--- src/design/sfsk_tx_defines.vh ---
// Constants for the transmit level and strap control block
// Assumes a 100 MHz clock and byte addresses on the register port
`ifndef SFSK_TX_DEFINES_VH
`define SFSK_TX_DEFINES_VH

// ****************************************
// Clock and bit timing
// ****************************************
`define CLK_HZ 100000000
`define BAUD_50_BASE 300
`define BAUD_60_BASE 360
`define QTRS_PER_BIT 4
`define CNT_W 24

// ****************************************
// Frame and level control
// ****************************************
`define FRAME_LAST_BIT 9'h11f
`define FRAME_WORDS 9
`define ADAPT_BITS 9'h002
`define ADAPT_LAST 3'h7
`define GAIN_MAX 3'h7
`define GAIN_MIN 3'h0
`define STRAP_WAIT 3'h5
`define STRAP_LAST 3'h4

// ****************************************
// Carrier programming in 10 Hz steps
// ****************************************
`define CARRIER_MIN 14'h0384
`define CARRIER_MAX 14'h251c
`define SPACE_RESET 14'h0384
`define MARK_RESET 14'h0bb8

// ****************************************
// Register map
// ****************************************
`define ADDR_CTRL 8'h00
`define ADDR_STATUS 8'h04
`define ADDR_GAIN 8'h08
`define ADDR_SPACE 8'h0c
`define ADDR_MARK 8'h10
`define ADDR_FRAMES 8'h14
`define DATA_PAGE 2'h1

// CTRL fields
`define CTRL_START 0
`define CTRL_ABORT 1
`define CTRL_SOFT_RST 2
`define CTRL_MAINS60 3
`define CTRL_RATE_LO 4
`define CTRL_RATE_HI 5
`define CTRL_TEST_TONE 6

// STATUS fields
`define ST_HOST_REQ 1

// Synchronised pin positions
`define PIN_RESET 0
`define PIN_TEST 1
`define PIN_STRAP_LO 2
`define PIN_STRAP_HI 3
`define PIN_REQ 4
`define PIN_BELOW 5
`define PIN_ABOVE 6
`define PIN_TONE 7
`define PIN_DRV 8
`define PIN_COUNT 9
`define PIN_INIT 9'h011

`endif

--- src/design/input_sync.v ---
// Three-stage synchroniser with agreement filter for pin inputs
// Assumes asynchronous pins and one clock domain
`timescale 1ns/1ns
module input_sync #(
  parameter WIDTH = 1,
  parameter [WIDTH-1:0] INIT = {WIDTH{1'b0}}
) (
  // Clock and reset
  input wire clock,
  input wire rst,
  // Pins and filtered levels
  input wire [WIDTH-1:0] pin_in,
  output reg [WIDTH-1:0] level_ff
);
  reg [WIDTH-1:0] stage1_ff;
  reg [WIDTH-1:0] stage2_ff;
  reg [WIDTH-1:0] stage3_ff;
  wire [WIDTH-1:0] nxt_level;

  always @(posedge clock or posedge rst) begin
    if (rst) begin
      stage1_ff <= INIT;
      stage2_ff <= INIT;
      stage3_ff <= INIT;
      level_ff <= INIT;
    end else begin
      stage1_ff <= pin_in;
      stage2_ff <= stage1_ff;
      stage3_ff <= stage2_ff;
      level_ff <= nxt_level;
    end
  end

  // ****************************************
  // A change counts once stages two and three agree
  // ****************************************
  genvar i;
  generate
    for (i = 0; i < WIDTH; i = i + 1) begin : g_filter
      assign nxt_level[i] = (stage2_ff[i] == stage3_ff[i]) ? stage3_ff[i] : level_ff[i];
    end
  endgenerate
endmodule // input_sync

--- src/design/level_adapter.v ---
// Transmit gain stepping during the first bits of a frame
// Assumes synchronised comparator levels and one-cycle ticks
`timescale 1ns/1ns
`include "sfsk_tx_defines.vh"
module level_adapter (
  // Clock and reset
  input wire clock,
  input wire rst,
  input wire clear,
  // Frame timing
  input wire frame_start,
  input wire adapt_tick,
  // Comparator levels
  input wire below_low,
  input wire above_high,
  // Gain state
  output reg [2:0] gain_ff,
  output reg adapting_ff
);
  reg [2:0] step_cnt_ff;

  always @(posedge clock or posedge rst) begin
    if (rst) begin
      gain_ff <= `GAIN_MIN;
      adapting_ff <= 1'b0;
      step_cnt_ff <= 3'h0;
    end else if (clear) begin
      gain_ff <= `GAIN_MIN;
      adapting_ff <= 1'b0;
      step_cnt_ff <= 3'h0;
    end else if (frame_start) begin
      adapting_ff <= 1'b1;
      step_cnt_ff <= 3'h0;
    end else if (adapt_tick && adapting_ff) begin
      if (below_low && gain_ff != `GAIN_MAX) begin
        gain_ff <= gain_ff + 3'h1;
      end else if (above_high && gain_ff != `GAIN_MIN) begin
        gain_ff <= gain_ff - 3'h1;
      end
      step_cnt_ff <= step_cnt_ff + 3'h1;
      if (step_cnt_ff == `ADAPT_LAST) begin
        adapting_ff <= 1'b0;
      end
    end
  end
endmodule // level_adapter

--- src/design/sfsk_tx_level_and_strap_control.v ---
// Transmit tone bit, line driver enable, level control and rate straps
// Assumes a 100 MHz clock, asynchronous pins and a one-cycle register port
//
// The address map and the strobed register port were left to the implementer.
`timescale 1ns/1ns
`include "sfsk_tx_defines.vh"
module sfsk_tx_level_and_strap_control #(
  parameter QTR_CYC_50 = `CLK_HZ / (`BAUD_50_BASE * `QTRS_PER_BIT),
  parameter QTR_CYC_60 = `CLK_HZ / (`BAUD_60_BASE * `QTRS_PER_BIT)
) (
  // Clock and reset
  input wire clock,
  input wire rst,
  // Register port
  input wire [7:0] addr,
  input wire [31:0] wdata,
  input wire wr,
  input wire rd,
  output reg [31:0] rdata_ff,
  // Reset, test and strap pins
  input wire hw_reset_low,
  input wire test_enable,
  input wire rate_strap_low,
  input wire rate_strap_high,
  // Host request pin
  input wire host_req_low,
  // Level comparator pins
  input wire level_sense_below,
  input wire level_sense_above,
  // Tone bit pin, open drain
  input wire tone_bit_in,
  output reg tone_bit_out_ff,
  output reg tone_bit_oe_ff,
  // Line driver enable pin, open drain
  input wire line_driver_on_in,
  output reg line_driver_on_out_ff,
  output reg line_driver_on_oe_ff,
  // Transmit settings
  output wire [2:0] tx_gain,
  output reg [13:0] space_tone_step_ff,
  output reg [13:0] mark_tone_step_ff,
  output reg [1:0] host_serial_rate_ff,
  output reg test_mode_ff
);

  // ****************************************
  // Decoding
  // ****************************************
  function is_data;
    input [7:0] a;
    begin
      is_data = (a[7:6] == `DATA_PAGE) && (a[5:2] < `FRAME_WORDS) && (a[1:0] == 2'h0);
    end
  endfunction

  function [13:0] clamp_carrier;
    input [31:0] v;
    begin
      if (v[31:14] != 18'h0 || v[13:0] > `CARRIER_MAX) begin
        clamp_carrier = `CARRIER_MAX;
      end else if (v[13:0] < `CARRIER_MIN) begin
        clamp_carrier = `CARRIER_MIN;
      end else begin
        clamp_carrier = v[13:0];
      end
    end
  endfunction

  // ****************************************
  // Pin synchronisers
  // ****************************************
  wire [`PIN_COUNT-1:0] pins_s;

  input_sync #(
    .WIDTH(`PIN_COUNT),
    .INIT(`PIN_INIT)
  ) u_sync (
    .clock(clock),
    .rst(rst),
    .pin_in({line_driver_on_in, tone_bit_in, level_sense_above, level_sense_below, host_req_low,
      rate_strap_high, rate_strap_low, test_enable, hw_reset_low}),
    .level_ff(pins_s)
  );

  wire hw_rst_act = ~pins_s[`PIN_RESET];

  // ****************************************
  // Register state
  // ****************************************
  reg mains60_ff;
  reg [1:0] rate_ff;
  reg test_tone_ff;
  reg soft_rst_ff;
  reg host_req_ff;
  reg [2:0] strap_wait_ff;
  reg [31:0] frame_mem [0:`FRAME_WORDS-1];
  reg busy_ff;
  reg [8:0] bit_idx_ff;
  reg [1:0] qtr_ff;
  reg [`CNT_W-1:0] qcnt_ff;
  reg [15:0] frames_sent_ff;
  reg [15:0] frames_aborted_ff;
  wire adapting;

  wire clr = hw_rst_act | soft_rst_ff;
  wire ctrl_wr = wr && (addr == `ADDR_CTRL);
  wire start_req = ctrl_wr && wdata[`CTRL_START] && !busy_ff && !test_mode_ff;
  wire abort_req = busy_ff && (clr || test_mode_ff || (ctrl_wr && wdata[`CTRL_ABORT]));

  // Quarter-bit length from mains and rate selection
  wire [`CNT_W-1:0] base_len = mains60_ff ? QTR_CYC_60[`CNT_W-1:0] : QTR_CYC_50[`CNT_W-1:0];
  wire [1:0] rate_shift = (rate_ff == 2'h3) ? 2'h2 : rate_ff;
  wire [`CNT_W-1:0] qtr_len = base_len >> rate_shift;
  wire qtick = busy_ff && (qcnt_ff == qtr_len - {{(`CNT_W-1){1'b0}}, 1'b1});
  wire bit_end = qtick && (qtr_ff == 2'h3);
  wire frame_end = bit_end && (bit_idx_ff == `FRAME_LAST_BIT);
  wire adapt_tick = qtick && (bit_idx_ff < `ADAPT_BITS);
  wire [31:0] cur_word = frame_mem[bit_idx_ff[8:5]];
  wire cur_bit = cur_word[bit_idx_ff[4:0]];

  // ****************************************
  // Control registers
  // ****************************************
  always @(posedge clock or posedge rst) begin
    if (rst) begin
      mains60_ff <= 1'b0;
      rate_ff <= 2'h0;
      test_tone_ff <= 1'b0;
      soft_rst_ff <= 1'b0;
      space_tone_step_ff <= `SPACE_RESET;
      mark_tone_step_ff <= `MARK_RESET;
    end else if (hw_rst_act) begin
      mains60_ff <= 1'b0;
      rate_ff <= 2'h0;
      test_tone_ff <= 1'b0;
      soft_rst_ff <= 1'b0;
      space_tone_step_ff <= `SPACE_RESET;
      mark_tone_step_ff <= `MARK_RESET;
    end else begin
      soft_rst_ff <= ctrl_wr && wdata[`CTRL_SOFT_RST];
      if (ctrl_wr) begin
        test_tone_ff <= wdata[`CTRL_TEST_TONE];
        if (!busy_ff) begin
          mains60_ff <= wdata[`CTRL_MAINS60];
          rate_ff <= wdata[`CTRL_RATE_HI:`CTRL_RATE_LO];
        end
      end
      if (wr && addr == `ADDR_SPACE) begin
        space_tone_step_ff <= clamp_carrier(wdata);
      end
      if (wr && addr == `ADDR_MARK) begin
        mark_tone_step_ff <= clamp_carrier(wdata);
      end
    end
  end

  // ****************************************
  // Frame data words
  // ****************************************
  always @(posedge clock) begin
    if (wr && is_data(addr) && !busy_ff) begin
      frame_mem[addr[5:2]] <= wdata;
    end
  end

  // ****************************************
  // Host request and test mode
  // ****************************************
  always @(posedge clock or posedge rst) begin
    if (rst) begin
      host_req_ff <= 1'b0;
      test_mode_ff <= 1'b0;
    end else if (hw_rst_act) begin
      host_req_ff <= 1'b0;
      test_mode_ff <= 1'b0;
    end else begin
      test_mode_ff <= pins_s[`PIN_TEST];
      if (!pins_s[`PIN_REQ]) begin
        host_req_ff <= 1'b1;
      end else if (wr && addr == `ADDR_STATUS && wdata[`ST_HOST_REQ]) begin
        host_req_ff <= 1'b0;
      end
    end
  end

  // ****************************************
  // Rate strap capture after reset
  // ****************************************
  always @(posedge clock or posedge rst) begin
    if (rst) begin
      strap_wait_ff <= 3'h0;
      host_serial_rate_ff <= 2'h0;
    end else if (clr) begin
      strap_wait_ff <= 3'h0;
    end else if (strap_wait_ff != `STRAP_WAIT) begin
      strap_wait_ff <= strap_wait_ff + 3'h1;
      if (strap_wait_ff == `STRAP_LAST) begin
        host_serial_rate_ff <= {pins_s[`PIN_STRAP_HI], pins_s[`PIN_STRAP_LO]};
      end
    end
  end

  // ****************************************
  // Frame engine
  // ****************************************
  always @(posedge clock or posedge rst) begin
    if (rst) begin
      busy_ff <= 1'b0;
      bit_idx_ff <= 9'h000;
      qtr_ff <= 2'h0;
      qcnt_ff <= {`CNT_W{1'b0}};
      frames_sent_ff <= 16'h0000;
      frames_aborted_ff <= 16'h0000;
    end else if (hw_rst_act) begin
      busy_ff <= 1'b0;
      bit_idx_ff <= 9'h000;
      qtr_ff <= 2'h0;
      qcnt_ff <= {`CNT_W{1'b0}};
      frames_sent_ff <= 16'h0000;
      frames_aborted_ff <= 16'h0000;
    end else begin
      if (start_req) begin
        busy_ff <= 1'b1;
        bit_idx_ff <= 9'h000;
        qtr_ff <= 2'h0;
        qcnt_ff <= {`CNT_W{1'b0}};
      end else if (abort_req) begin
        busy_ff <= 1'b0;
        frames_aborted_ff <= frames_aborted_ff + 16'h0001;
      end else if (busy_ff) begin
        if (qtick) begin
          qcnt_ff <= {`CNT_W{1'b0}};
          qtr_ff <= qtr_ff + 2'h1;
        end else begin
          qcnt_ff <= qcnt_ff + {{(`CNT_W-1){1'b0}}, 1'b1};
        end
        if (frame_end) begin
          busy_ff <= 1'b0;
          frames_sent_ff <= frames_sent_ff + 16'h0001;
        end else if (bit_end) begin
          bit_idx_ff <= bit_idx_ff + 9'h001;
        end
      end
    end
  end

  // ****************************************
  // Level controller
  // ****************************************
  level_adapter u_level (
    .clock(clock),
    .rst(rst),
    .clear(hw_rst_act),
    .frame_start(start_req),
    .adapt_tick(adapt_tick),
    .below_low(pins_s[`PIN_BELOW]),
    .above_high(pins_s[`PIN_ABOVE]),
    .gain_ff(tx_gain),
    .adapting_ff(adapting)
  );

  wire [4:0] gain_db = {1'b0, tx_gain, 1'b0} + {2'b00, tx_gain};

  // ****************************************
  // Open-drain pins
  // ****************************************
  always @(posedge clock or posedge rst) begin
    if (rst) begin
      tone_bit_out_ff <= 1'b0;
      tone_bit_oe_ff <= 1'b0;
      line_driver_on_out_ff <= 1'b0;
      line_driver_on_oe_ff <= 1'b1;
    end else begin
      tone_bit_out_ff <= 1'b0;
      line_driver_on_out_ff <= 1'b0;
      if (test_mode_ff) begin
        tone_bit_oe_ff <= ~test_tone_ff;
      end else if (busy_ff) begin
        tone_bit_oe_ff <= ~cur_bit;
      end else begin
        tone_bit_oe_ff <= 1'b0;
      end
      line_driver_on_oe_ff <= ~(busy_ff | test_mode_ff);
    end
  end

  // ****************************************
  // Read port
  // ****************************************
  reg [31:0] rd_val;

  always @* begin
    rd_val = 32'h00000000;
    case (addr)
      `ADDR_CTRL: begin
        rd_val = {25'h0, test_tone_ff, rate_ff, mains60_ff, 3'h0};
      end
      `ADDR_STATUS: begin
        rd_val = {23'h0, ~pins_s[`PIN_REQ], adapting, host_serial_rate_ff, pins_s[`PIN_DRV],
          pins_s[`PIN_TONE], test_mode_ff, host_req_ff, busy_ff};
      end
      `ADDR_GAIN: begin
        rd_val = {19'h0, gain_db, 5'h0, tx_gain};
      end
      `ADDR_SPACE: begin
        rd_val = {18'h0, space_tone_step_ff};
      end
      `ADDR_MARK: begin
        rd_val = {18'h0, mark_tone_step_ff};
      end
      `ADDR_FRAMES: begin
        rd_val = {frames_aborted_ff, frames_sent_ff};
      end
      default: begin
        if (is_data(addr)) begin
          rd_val = frame_mem[addr[5:2]];
        end
      end
    endcase
  end

  always @(posedge clock or posedge rst) begin
    if (rst) begin
      rdata_ff <= 32'h00000000;
    end else begin
      rdata_ff <= rd ? rd_val : 32'h00000000;
    end
  end

endmodule // sfsk_tx_level_and_strap_control

--- config.mk ---
export PLATFORM = sky130hd
export DESIGN_NAME = sfsk_tx_level_and_strap_control
export DESIGN_NICKNAME = d
export VERILOG_FILES = /design/src/design/input_sync.v /design/src/design/level_adapter.v /design/src/design/sfsk_tx_level_and_strap_control.v
export VERILOG_INCLUDE_DIRS = /design/src /design/src/design
export SDC_FILE = /design/constraint.sdc
export NUM_CORES = 1
export LEC_CHECK = 0
export ABC_CLOCK_PERIOD_IN_PS = 16100
export BUFFER_PORTS_ARGS = -buffer_cell sky130_fd_sc_hd__buf_2
export CORE_ASPECT_RATIO = 0.9
export CORE_MARGIN = 4
export CORE_UTILIZATION = 40
export DETAILED_ROUTE_END_ITERATION = 8
export PLACE_DENSITY = 0.58
export SYNTH_ARGS = -nofsm -noshare
export SYNTH_HDL_FRONTEND = slang
export SYNTH_SLANG_ARGS = --single-unit
--- constraint.sdc ---
create_clock -name clock -period 16.1 [get_ports clock]
set_input_delay 0.805 -clock clock [delete_from_list [all_inputs] [get_ports clock]]
set_output_delay 0.805 -clock clock [all_outputs]
set_load 0.005 [all_outputs]
==> impl_metrics.tcl, run 1 <==
set metrics [dict create \
    die_area_um2 60200 \
    grt_busiest_layer "met2" \
    antenna_found_initial 1 \
    grt_max_degree 122 \
    hold_buffers 0 \
    setup-violations-final 0 \
    synth-async-reset-ratio 0.391 \
    finalWorstSetupSlack_ns 11.39 \
    cp-end-kind "flip-flop" \
    drive_above_1_share 0.231 \
    start_kind "flip-flop" \
    cp_max_fo 25 \
    place_ws_ns 11.47 \
    p_per_area_nw_per_um2 102 \
    grt_pass1_wl_um 96400 \
    yosysWarnings 0 \
    chipWidth_um 258 \
    htreeDepth 2 \
    worstPathArrival_ns 5.21 \
    placed_cells 2446 \
    rows 82 \
    clkTransAtPathRegs_ns 0.07 \
    leakage_nw 9.10 \
    first_iter_violations 1635 \
    antenna_left 0 \
    final_util 0.458 \
    gp_congestion 0.889 \
    clk_latency_ns 0.59 \
    grt_pass1_vias 14994 \
    grt_use_met2 0.322 \
    cts.sinks 473 \
    die_y_um 233 \
    grt_usage 0.210 \
    cts_resized 0 \
    critical-path-slowest-cell "a21oi_1" \
    min_period_ns 4.71 \
    synth-edff-count 288 \
    netlist_area_um2 22500 \
    hpwlAfterDp_um 41200 \
    relSlewSlack 0.152 \
    grt_use_met3 0.0485 \
    synth_flop_cell "edfxtp_1" \
    clockBufferDepth 3 \
    critPathKind "flip-flop to flip-flop" \
    cts-root-buf "clkbuf_16" \
    slowest_delay_ns 1.08 \
    overflow 0 \
    cts_buffers 48 \
    required_ns 16.60 \
    min_path_type "input port to flip-flop" \
    initial_core_util 0.404 \
    synth.top_cell.area_share 0.384 \
    crit_top_cell "ha_1" \
    max_cap_viol_count 0 \
    post_cts_buffers 0 \
    detail_route.wl_per_cell_um 25.1 \
    hold_violations 0 \
    ir_drop_uv 78.7 \
    clock_skew_ns 0.0267 \
    fin_nets 1817 \
    worstMarginPinSlew_ns 1.27 \
    use_met1 0.300 \
    fmax_mhz 212 \
    synth_seq_cells 473 \
    status "finished clean" \
    rsz0062_at_grt "no" \
    syn_inst 1651 \
    portBuffers 120 \
    stdcell_count 2537 \
    synth_largest_area_cell "edfxtp_1" \
    report.final.slew_viol_count 0 \
    syn_area_per_cell_um2 13.6 \
    yosysSeqAreaShare 0.591 \
    synth_cell_types 73 \
    first_pass_iters 7 \
    drc_errors 0 \
    setup_tns_ns 0 \
    vias_per_cell 5.95 \
    num_io_pins 123 \
    synth.top_cells.by_area "edfxtp_1 38%, dfrtp_1 18%, mux4_2 13%, mux2i_1 3.2%, dfstp_2 2.3%" \
    area_delta_synth_final_pct 13.4 \
    coreArea_um2 55700 \
    post-route-period-util 0.292 \
    path_cells "nor2b_2 > inv_2 > ha_1 > nor2_1 > ha_1 > xor2_1 > nand4_1 > nor4_1 > nand3b_1 > a21oi_1 > mux2i_1" \
    wl_um 63700 \
    via_count 15092 \
    cts_tree "yes" \
]
cell usage in the layout, fill, tap and decap left out, drive strengths merged, types with 13 or more instances in the layout:
master,n
a21oi,66
a221oi,17
a22oi,26
buf,145
clkbuf,61
clkinv,24
dfrtp,165
dfstp,20
edfxtp,288
ha,22
inv,39
mux2i,73
mux4,127
nand2,124
nand2b,15
nand3,49
nand4,24
nor2,107
nor2b,13
nor3,16
nor4,18
o211ai,16
o21ai,79
o22ai,15
or3,29
xnor2,17
xor2,23
final timing paths:
| kind | start | endpoint | slack [ns] | depth (start not counted) |
|---|---|---|---|---|
| max reg2reg | rate_ff[1] | qtr_ff[1] | 11.39 | 11 |
| max | rate_ff[1] | qtr_ff[1] | 11.39 | 11 |
| min reg2reg | u_sync.stage1_ff[3] | u_sync.stage2_ff[3] | 0.35 | 0 |
| min in group asynchronous | rst | qcnt_ff[21] | 0.41 | 2 |
| max in group asynchronous | rst | space_tone_step_ff[1] | 14.29 | 3 |
| min | host_req_low | u_sync.stage1_ff[4] | 0.31 | 1 |
through the flow:
step | total power [mW] | instance area [um2] | hold slack [ns]
CTS | 2.62 | 25500 | 0.281
global placement | 1.47 | 23900 | 0.334
detailed placement | 1.47 | 23900 | 0.335
finish | 2.59 | 25500 | 0.314
global route | 2.68 | 25500 | 0.290
floorplan | 1.41 | 22500 | 0.331
Yosys cell counts (all sizes together) (6+ instances only):
master	instances
nor3b	8
o22ai	15
dfstp	20
nand3	49
a21oi	66
edfxtp	288
nor2b	13
a21boi	7
nand2	124
a22oi	26
clkbuf	78
nor3	16
a221oi	17
inv	39
o21ai	79
or4	8
a211oi	9
o211ai	16
nor4	18
o2111ai	8
xnor2	17
dfrtp	165
ha	22
xor2	23
o31ai	6
buf	29
nor2	107
maj3	9
mux2	12
a31oi	12
mux2i	73
nand4	24
mux4	127
and3	12
nand2b	15
or3	29
where the power goes:
part	internal (mW)	switching, mW	leakage, nW	total [mW]
Combinational	0.0435	0.0838	3.27	0.127
Clock	0.665	0.482	0.813	1.15
Sequential	1.30	0.0156	5.02	1.32
logic make-up (layout without fill, tap and decap cells):
| family | count (synthesis) | count (layout) | share of synthesized area |
|---|---|---|---|
| XOR/XNOR | 40 | 40 | 0.0156 |
| AND/OR/NAND/NOR | 451 | 451 | 0.0999 |
| multiplexers | 212 | 212 | 0.165 |
| buffers and inverters | 146 | 274 | 0.0258 |
| flip-flops | 473 | 473 | 0.591 |
| adder cells (fa/ha/maj) | 33 | 33 | 0.0180 |
| AO/OA/AOI/OAI | 295 | 295 | 0.0843 |
| other | 1 | 3 | 0.000167 |
sequential cells by signal (all words and copies together) (netlist names), 2 cells and up:
register,flops
bit_idx_ff,9
frame_mem,288
frames_aborted_ff,16
frames_sent_ff,16
host_serial_rate_ff,2
mark_tone_step_ff,14
qcnt_ff,24
qtr_ff,2
rate_ff,2
rdata_ff,32
space_tone_step_ff,14
strap_wait_ff,3
u_level.gain_ff,3
u_level.step_cnt_ff,3
u_sync.level_ff,9
u_sync.stage1_ff,9
u_sync.stage2_ff,9
u_sync.stage3_ff,9
worst max-delay path, delay by kind of cell, from the launching register on:
family,cells,cell delay (ns)
AO/OA/AOI/OAI,1,1.08
XOR/XNOR,1,0.20
adder cells (fa/ha/maj),2,0.68
buffers and inverters,1,0.19
flip-flops,1,0.90
multiplexers,1,0.27
AND/OR/NAND/NOR,5,1.30
metal layers:
layer	share of wire	up-vias
met2	0.46	621
met3	0.081	114
met1	0.43	7765
li1	-	6590
met5	0.00013	-
met4	0.030	2
area by class of cell:
cell class,instances,area (um2)
Antenna cell,1,2.50
Fill cell,4872,30200
Clock buffer,61,1360
Tap cell,756,946
Inverter,39,154
Sequential cell,473,13300
Multi-Input combinational cell,1033,8710
Timing Repair Buffer,145,793
Clock inverter,29,260
Power figures use the tool's default switching activity.
==> inputs of run 2 (changes only) <==
- ABC_CLOCK_PERIOD_IN_PS: 16100 -> 4430
- clock period: 16.1 -> 4.43 ns (I/O delays scaled with it)
==> run 2 against run 1 <==
Sequential cell count is the same. Final cell count rose by 1.9%. Global-route usage increased by 0.37 points. Non-clock buffer count is 46 higher. Core utilization up 1.1 points. Critical endpoint is now bit_idx_ff[7].
==> impl_metrics.tcl, run 2 (synthesis gave the netlist of run 1 again) <==
set metrics [dict create \
    cts-root-buf "clkbuf_16" \
    vias_per_cell 5.89 \
    drc_errors 0 \
    cpLargestDelayFamily "simple AND/OR/NAND/NOR gates" \
    first_pass_iters 8 \
    clock_skew_ns 0.0200 \
    slowest_delay_ns 0.66 \
    fmax_mhz 254 \
    required_ns 4.92 \
    antenna_left 0 \
    cp-end-kind "flip-flop" \
    leakage_nw 9.36 \
    cts_buffers 51 \
    seqCellArea_um2 13300 \
    p_per_area_nw_per_um2 376 \
    min_path_type "input port to flip-flop" \
    grt_usage 0.214 \
    coreArea_um2 55700 \
    antenna_found_initial 0 \
    post_cts_buffers 0 \
    htreeDepth 2 \
    clkTransAtPathRegs_ns 0.07 \
    final_common_cell "edfxtp_1" \
    fin_nets 1866 \
    status "finished clean" \
    report.final.slew_viol_count 0 \
    min_period_ns 3.94 \
    clockBufferDepth 3 \
    overflow 0 \
    rsz0062_at_grt "no" \
    cp_max_fo 16 \
    cts_tree "yes" \
    chipWidth_um 258 \
    hold_violations 0 \
    wl_um 64500 \
    multi_input_area_um2 8720 \
    grt_pass1_wl_um 97300 \
    worstPathArrival_ns 4.43 \
    clk_latency_ns 0.60 \
    initial_core_util 0.404 \
    ir_drop_uv 354 \
    post-route-period-util 0.890 \
    first_iter_violations 1574 \
    finalWorstSetupSlack_ns 0.490 \
    cts.sinks 473 \
    rows 82 \
    die_y_um 233 \
    cp_num_buf_inv 1 \
    cts_resized 0 \
    start_kind "flip-flop" \
    worstMarginPinSlew_ns 1.13 \
    critical-path-slowest-cell "or4_1" \
    portBuffers 120 \
    area_delta_synth_final_pct 16.1 \
    hpwlAfterDp_um 41700 \
    grt_pass1_vias 15231 \
    setup_tns_ns 0 \
    via_count 15237 \
    gp_congestion 0.866 \
    num_io_pins 123 \
    fillers 4849 \
    crit_top_cell "ha_1" \
    critPathKind "flip-flop to flip-flop" \
    diodes 0 \
    drive_above_1_share 0.231 \
    max_cap_viol_count 0 \
    largest_register_ffs 288 \
    grt_max_degree 91 \
    relSlewSlack 0.247 \
    detail_route.wl_per_cell_um 24.9 \
    setup-violations-final 0 \
    die_area_um2 60200 \
    most-common-layout-cells "288 x edfxtp_1, 162 x dfrtp_1, 127 x mux4_2" \
    path_cells "nor2b_2 > inv_2 > ha_1 > nor2_1 > ha_1 > xor2_1 > nand4_1 > nor4_1 > nand4b_1 > or4_1 > a21oi_1" \
    place_ws_ns 0.508 \
]
[run 2: cell types whose count changed in the layout (fill, tap and decap cells not counted), sizes merged, moves of 2 or more]
| cell | delta |
|---|---|
| clkinv | -10 |
| bufinv | +6 |
| buf | +12 |
| dlygate4sd3 | +34 |
| clkinvlp | +2 |
| clkbuf | +6 |
[run 2: path summary, 6_finish.rpt]
path,start,to,cells past startpoint,slack [ns]
worst max-delay path,rate_ff[0],bit_idx_ff[7],11,0.49
worst min-delay path,wdata[12],mark_tone_step_ff[12],3,0.03
worst max register to register,rate_ff[0],bit_idx_ff[7],11,0.49
worst min register to register,u_sync.stage1_ff[8],u_sync.stage2_ff[8],0,0.35
max in group asynchronous,rst,u_sync.stage3_ff[6],4,2.88
min in group asynchronous,rst,rdata_ff[25],3,0.31
[run 2: what timing repair did]
item,4_1_cts,5_1_grt
hold endpoints to repair,238,0
setup endpoints to repair,0,1
hold buffers,34,0
[run 2: tightest hold or removal path: cells and delay by family]
family | cells | cell delay (ns)
and+or+nand+nor | 1 | 0.10
AOI/OAI and AO/OA | 1 | 0.06
buffers and inverters | 1 | 0.20
[run 2: stage by stage]
| stage | instance area (um2) | hold slack, ns | utilization | power [mW] | instances |
|---|---|---|---|---|---|
| 2_1_floorplan | 22500 | 0.226 | - | 5.14 | 1652 |
| 3_3_place_gp | 24000 | 0.330 | 0.431 | 5.35 | 2458 |
| 3_5_place_dp | 24000 | 0.330 | 0.431 | 5.36 | 2458 |
| 4_1_cts | 26100 | 0.00222 | 0.469 | 9.91 | 2585 |
| 5_1_grt | 26100 | 0.0155 | 0.469 | 10.2 | 2585 |
| 6_report | 26100 | 0.0267 | 0.469 | 9.82 | 2585 |
[run 2: cell type report]
type                    count  area share
clock buffers              67      0.0527
clock inverters            26      0.0148
inverters                  39     0.00575
multi-input cells        1033       0.334
flip-flops and latches    473       0.509
well taps                 756      0.0362
repair buffers            191      0.0478
[run 2: report_power, final]
| group | leakage, nW | internal (mW) | total (mW) | switching (mW) |
|---|---|---|---|---|
| Combinational | 3.48 | 0.183 | 0.506 | 0.323 |
| Clock | 0.864 | 2.76 | 4.52 | 1.76 |
| Sequential | 5.02 | 4.74 | 4.79 | 0.0454 |
| Total | 9.36 | 7.69 | 9.82 | 2.13 |
[run 2: routing by layer]
layer	vias up	GRT usage	routed length [um]
met5	-	0	0
met4	0	0.0609	1570
met3	110	0.0427	6120
met2	736	0.329	29000
met1	7711	0.312	27800
li1	6680	-	-
==> inputs of run 3 (changes only) <==
- CELL_PAD_IN_SITES_DETAIL_PLACEMENT: unset -> 1
- CELL_PAD_IN_SITES_GLOBAL_PLACEMENT: unset -> 1
- MAX_ROUTING_LAYER: unset -> met4
- PLACE_DENSITY: 0.58 -> 0.67
==> run 3 against run 2 <==
Clock power rose by 6.6%. Combinational power rose by 1%. Sequential share of layout area fell by 0.58 points. Maximum frequency barely moved. Sequential cell count did not move. Register-to-register slack barely moved. Critical path type unchanged. Largest cell class unchanged.
==> impl_metrics.tcl, run 3 (synthesis gave the netlist of run 1 again) <==
set metrics [dict create \
    grt_pass1_wl_um 105000 \
    min_path_type "input port to flip-flop" \
    num_io_pins 123 \
    area_delta_synth_final_pct 17.4 \
    setup_tns_ns 0 \
    fmax_mhz 254 \
    detail_route.wl_per_cell_um 26.9 \
    worstMarginPinSlew_ns 1.02 \
    clkTransAtPathRegs_ns 0.06 \
    cts.sinks 473 \
    wl_um 69900 \
    chipWidth_um 258 \
    grt_use_met2 0.379 \
    rsz0062_at_grt "no" \
    coreArea_um2 55700 \
    p_sw_mw 2.26 \
    clock_skew_ns 0.0261 \
    drc_errors 0 \
    grt_max_degree 186 \
    first_pass_iters 7 \
    placed_area_um2 24200 \
    fin_nets 1879 \
    initial_core_util 0.404 \
    ir_drop_uv 297 \
    max_cap_viol_count 0 \
    htreeDepth 2 \
    hpwlAfterDp_um 45900 \
    leakage_nw 9.51 \
    drive_above_1_share 0.239 \
    grt_use_met3 0.0373 \
    cp-end-kind "flip-flop" \
    worstPathArrival_ns 4.46 \
    critPathKind "flip-flop to flip-flop" \
    via_count 15579 \
    cts-root-buf "clkbuf_16" \
    overflow 0 \
    diodes 0 \
    gp_congestion 0.910 \
    hold_violations 0 \
    stdcell_area_um2 26400 \
    p_sw_frac 0.223 \
    use_met1 0.324 \
    comb_power_share 0.051 \
    antenna_found_initial 0 \
    clockPowerShare 0.476 \
    grt_pass1_vias 16049 \
    most-common-layout-cells "288 x edfxtp_1, 162 x dfrtp_1, 127 x mux4_2" \
    cts_buffers 51 \
    post-route-period-util 0.890 \
    antenna_left 0 \
    portBuffers 120 \
    status "finished clean" \
    clk_latency_ns 0.62 \
    intPower_mw 7.87 \
    die_area_um2 60200 \
    final_common_cell "edfxtp_1" \
    cts_tree "yes" \
    die_y_um 233 \
    relSlewSlack 0.317 \
    grt_usage 0.237 \
    largest_register_ffs 288 \
    power_frac_seq 0.474 \
    grt_busiest_layer "met2" \
    p_per_area_nw_per_um2 383 \
    first_iter_violations 1619 \
    start_kind "flip-flop" \
    vias_per_cell 5.99 \
    rows 82 \
    clockBufferDepth 3 \
    report.final.slew_viol_count 0 \
    required_ns 4.95 \
    setup-violations-final 0 \
    min_period_ns 3.94 \
    cp_max_fo 13 \
]
[run 3: power by group through the flow]
stage,combinational [mW],clock [mW],sequential (mW)
finish,0.512,4.82,4.80
global route,0.556,5.11,4.80
detailed placement,0.487,0,4.89
floorplan,0.281,0,4.86
global placement,0.478,0,4.88
CTS,0.515,4.91,4.80
[run 3: metal layers]
metal | vias up | share of wire | routed length (um)
met2 | 534 | 0.48 | 33800
li1 | 6706 | - | -
met4 | 0 | 0.021 | 1460
met5 | - | 0 | 0
met1 | 8246 | 0.43 | 30300
met3 | 93 | 0.062 | 4350
[run 3: worst max-delay path, stage by stage, from the launching register on]
cell and delay, ns:
dfrtp_1 0.50, nor2b_2 0.36, inv_2 0.15, ha_1 0.31, nor2_1 0.13, ha_1 0.25
xor2_1 0.18, nand4_1 0.16, nor4_1 0.57, nand4_1 0.55, or3_1 0.51, a21oi_1 0.18
[run 3: area by class of cell]
class | count | area (um2)
well taps | 756 | 946
flip-flops and latches | 473 | 13300
clock buffers | 60 | 1380
inverters | 39 | 150
clock inverters | 36 | 514
repair buffers | 204 | 1410
multi-input cells | 1033 | 8720
fillers | 5561 | 29300
[run 3: timing repair]
item / in CTS / in global routing
setup endpoints to repair: 0 / 2
hold buffers: 36 / 0
endpoints found under the hold margin: 301 / 0
setup buffers: 0 / 4
gates resized for setup: 0 / 0
[run 3: final timing paths]
path	to	from	cells after the start	slack (ns)
max	frames_sent_ff[14]	rate_ff[0]	11	0.49
min	frame_mem[2][8]	wdata[8]	1	0.03
max reg2reg	frames_sent_ff[14]	rate_ff[0]	11	0.49
min reg2reg	u_sync.stage2_ff[3]	u_sync.stage1_ff[3]	0	0.35
max in group asynchronous	bit_idx_ff[5]	rst	4	3.22
min in group asynchronous	qcnt_ff[0]	rst	4	0.47
[run 3: metrics by stage]
| step | util | total power, mW | hold WS (ns) | std cells | setup slack [ns] |
|---|---|---|---|---|---|
| 2_1_floorplan | - | 5.14 | 0.226 | 1652 | 1.00 |
| 3_3_place_gp | 0.434 | 5.36 | 0.327 | 2465 | 0.477 |
| 3_5_place_dp | 0.434 | 5.37 | 0.330 | 2465 | 0.322 |
| 4_1_cts | 0.474 | 10.2 | 0.00367 | 2597 | 0.297 |
| 5_1_grt | 0.475 | 10.5 | 0.0194 | 2601 | 0.127 |
| 6_report | 0.475 | 10.1 | 0.0328 | 2601 | 0.489 |
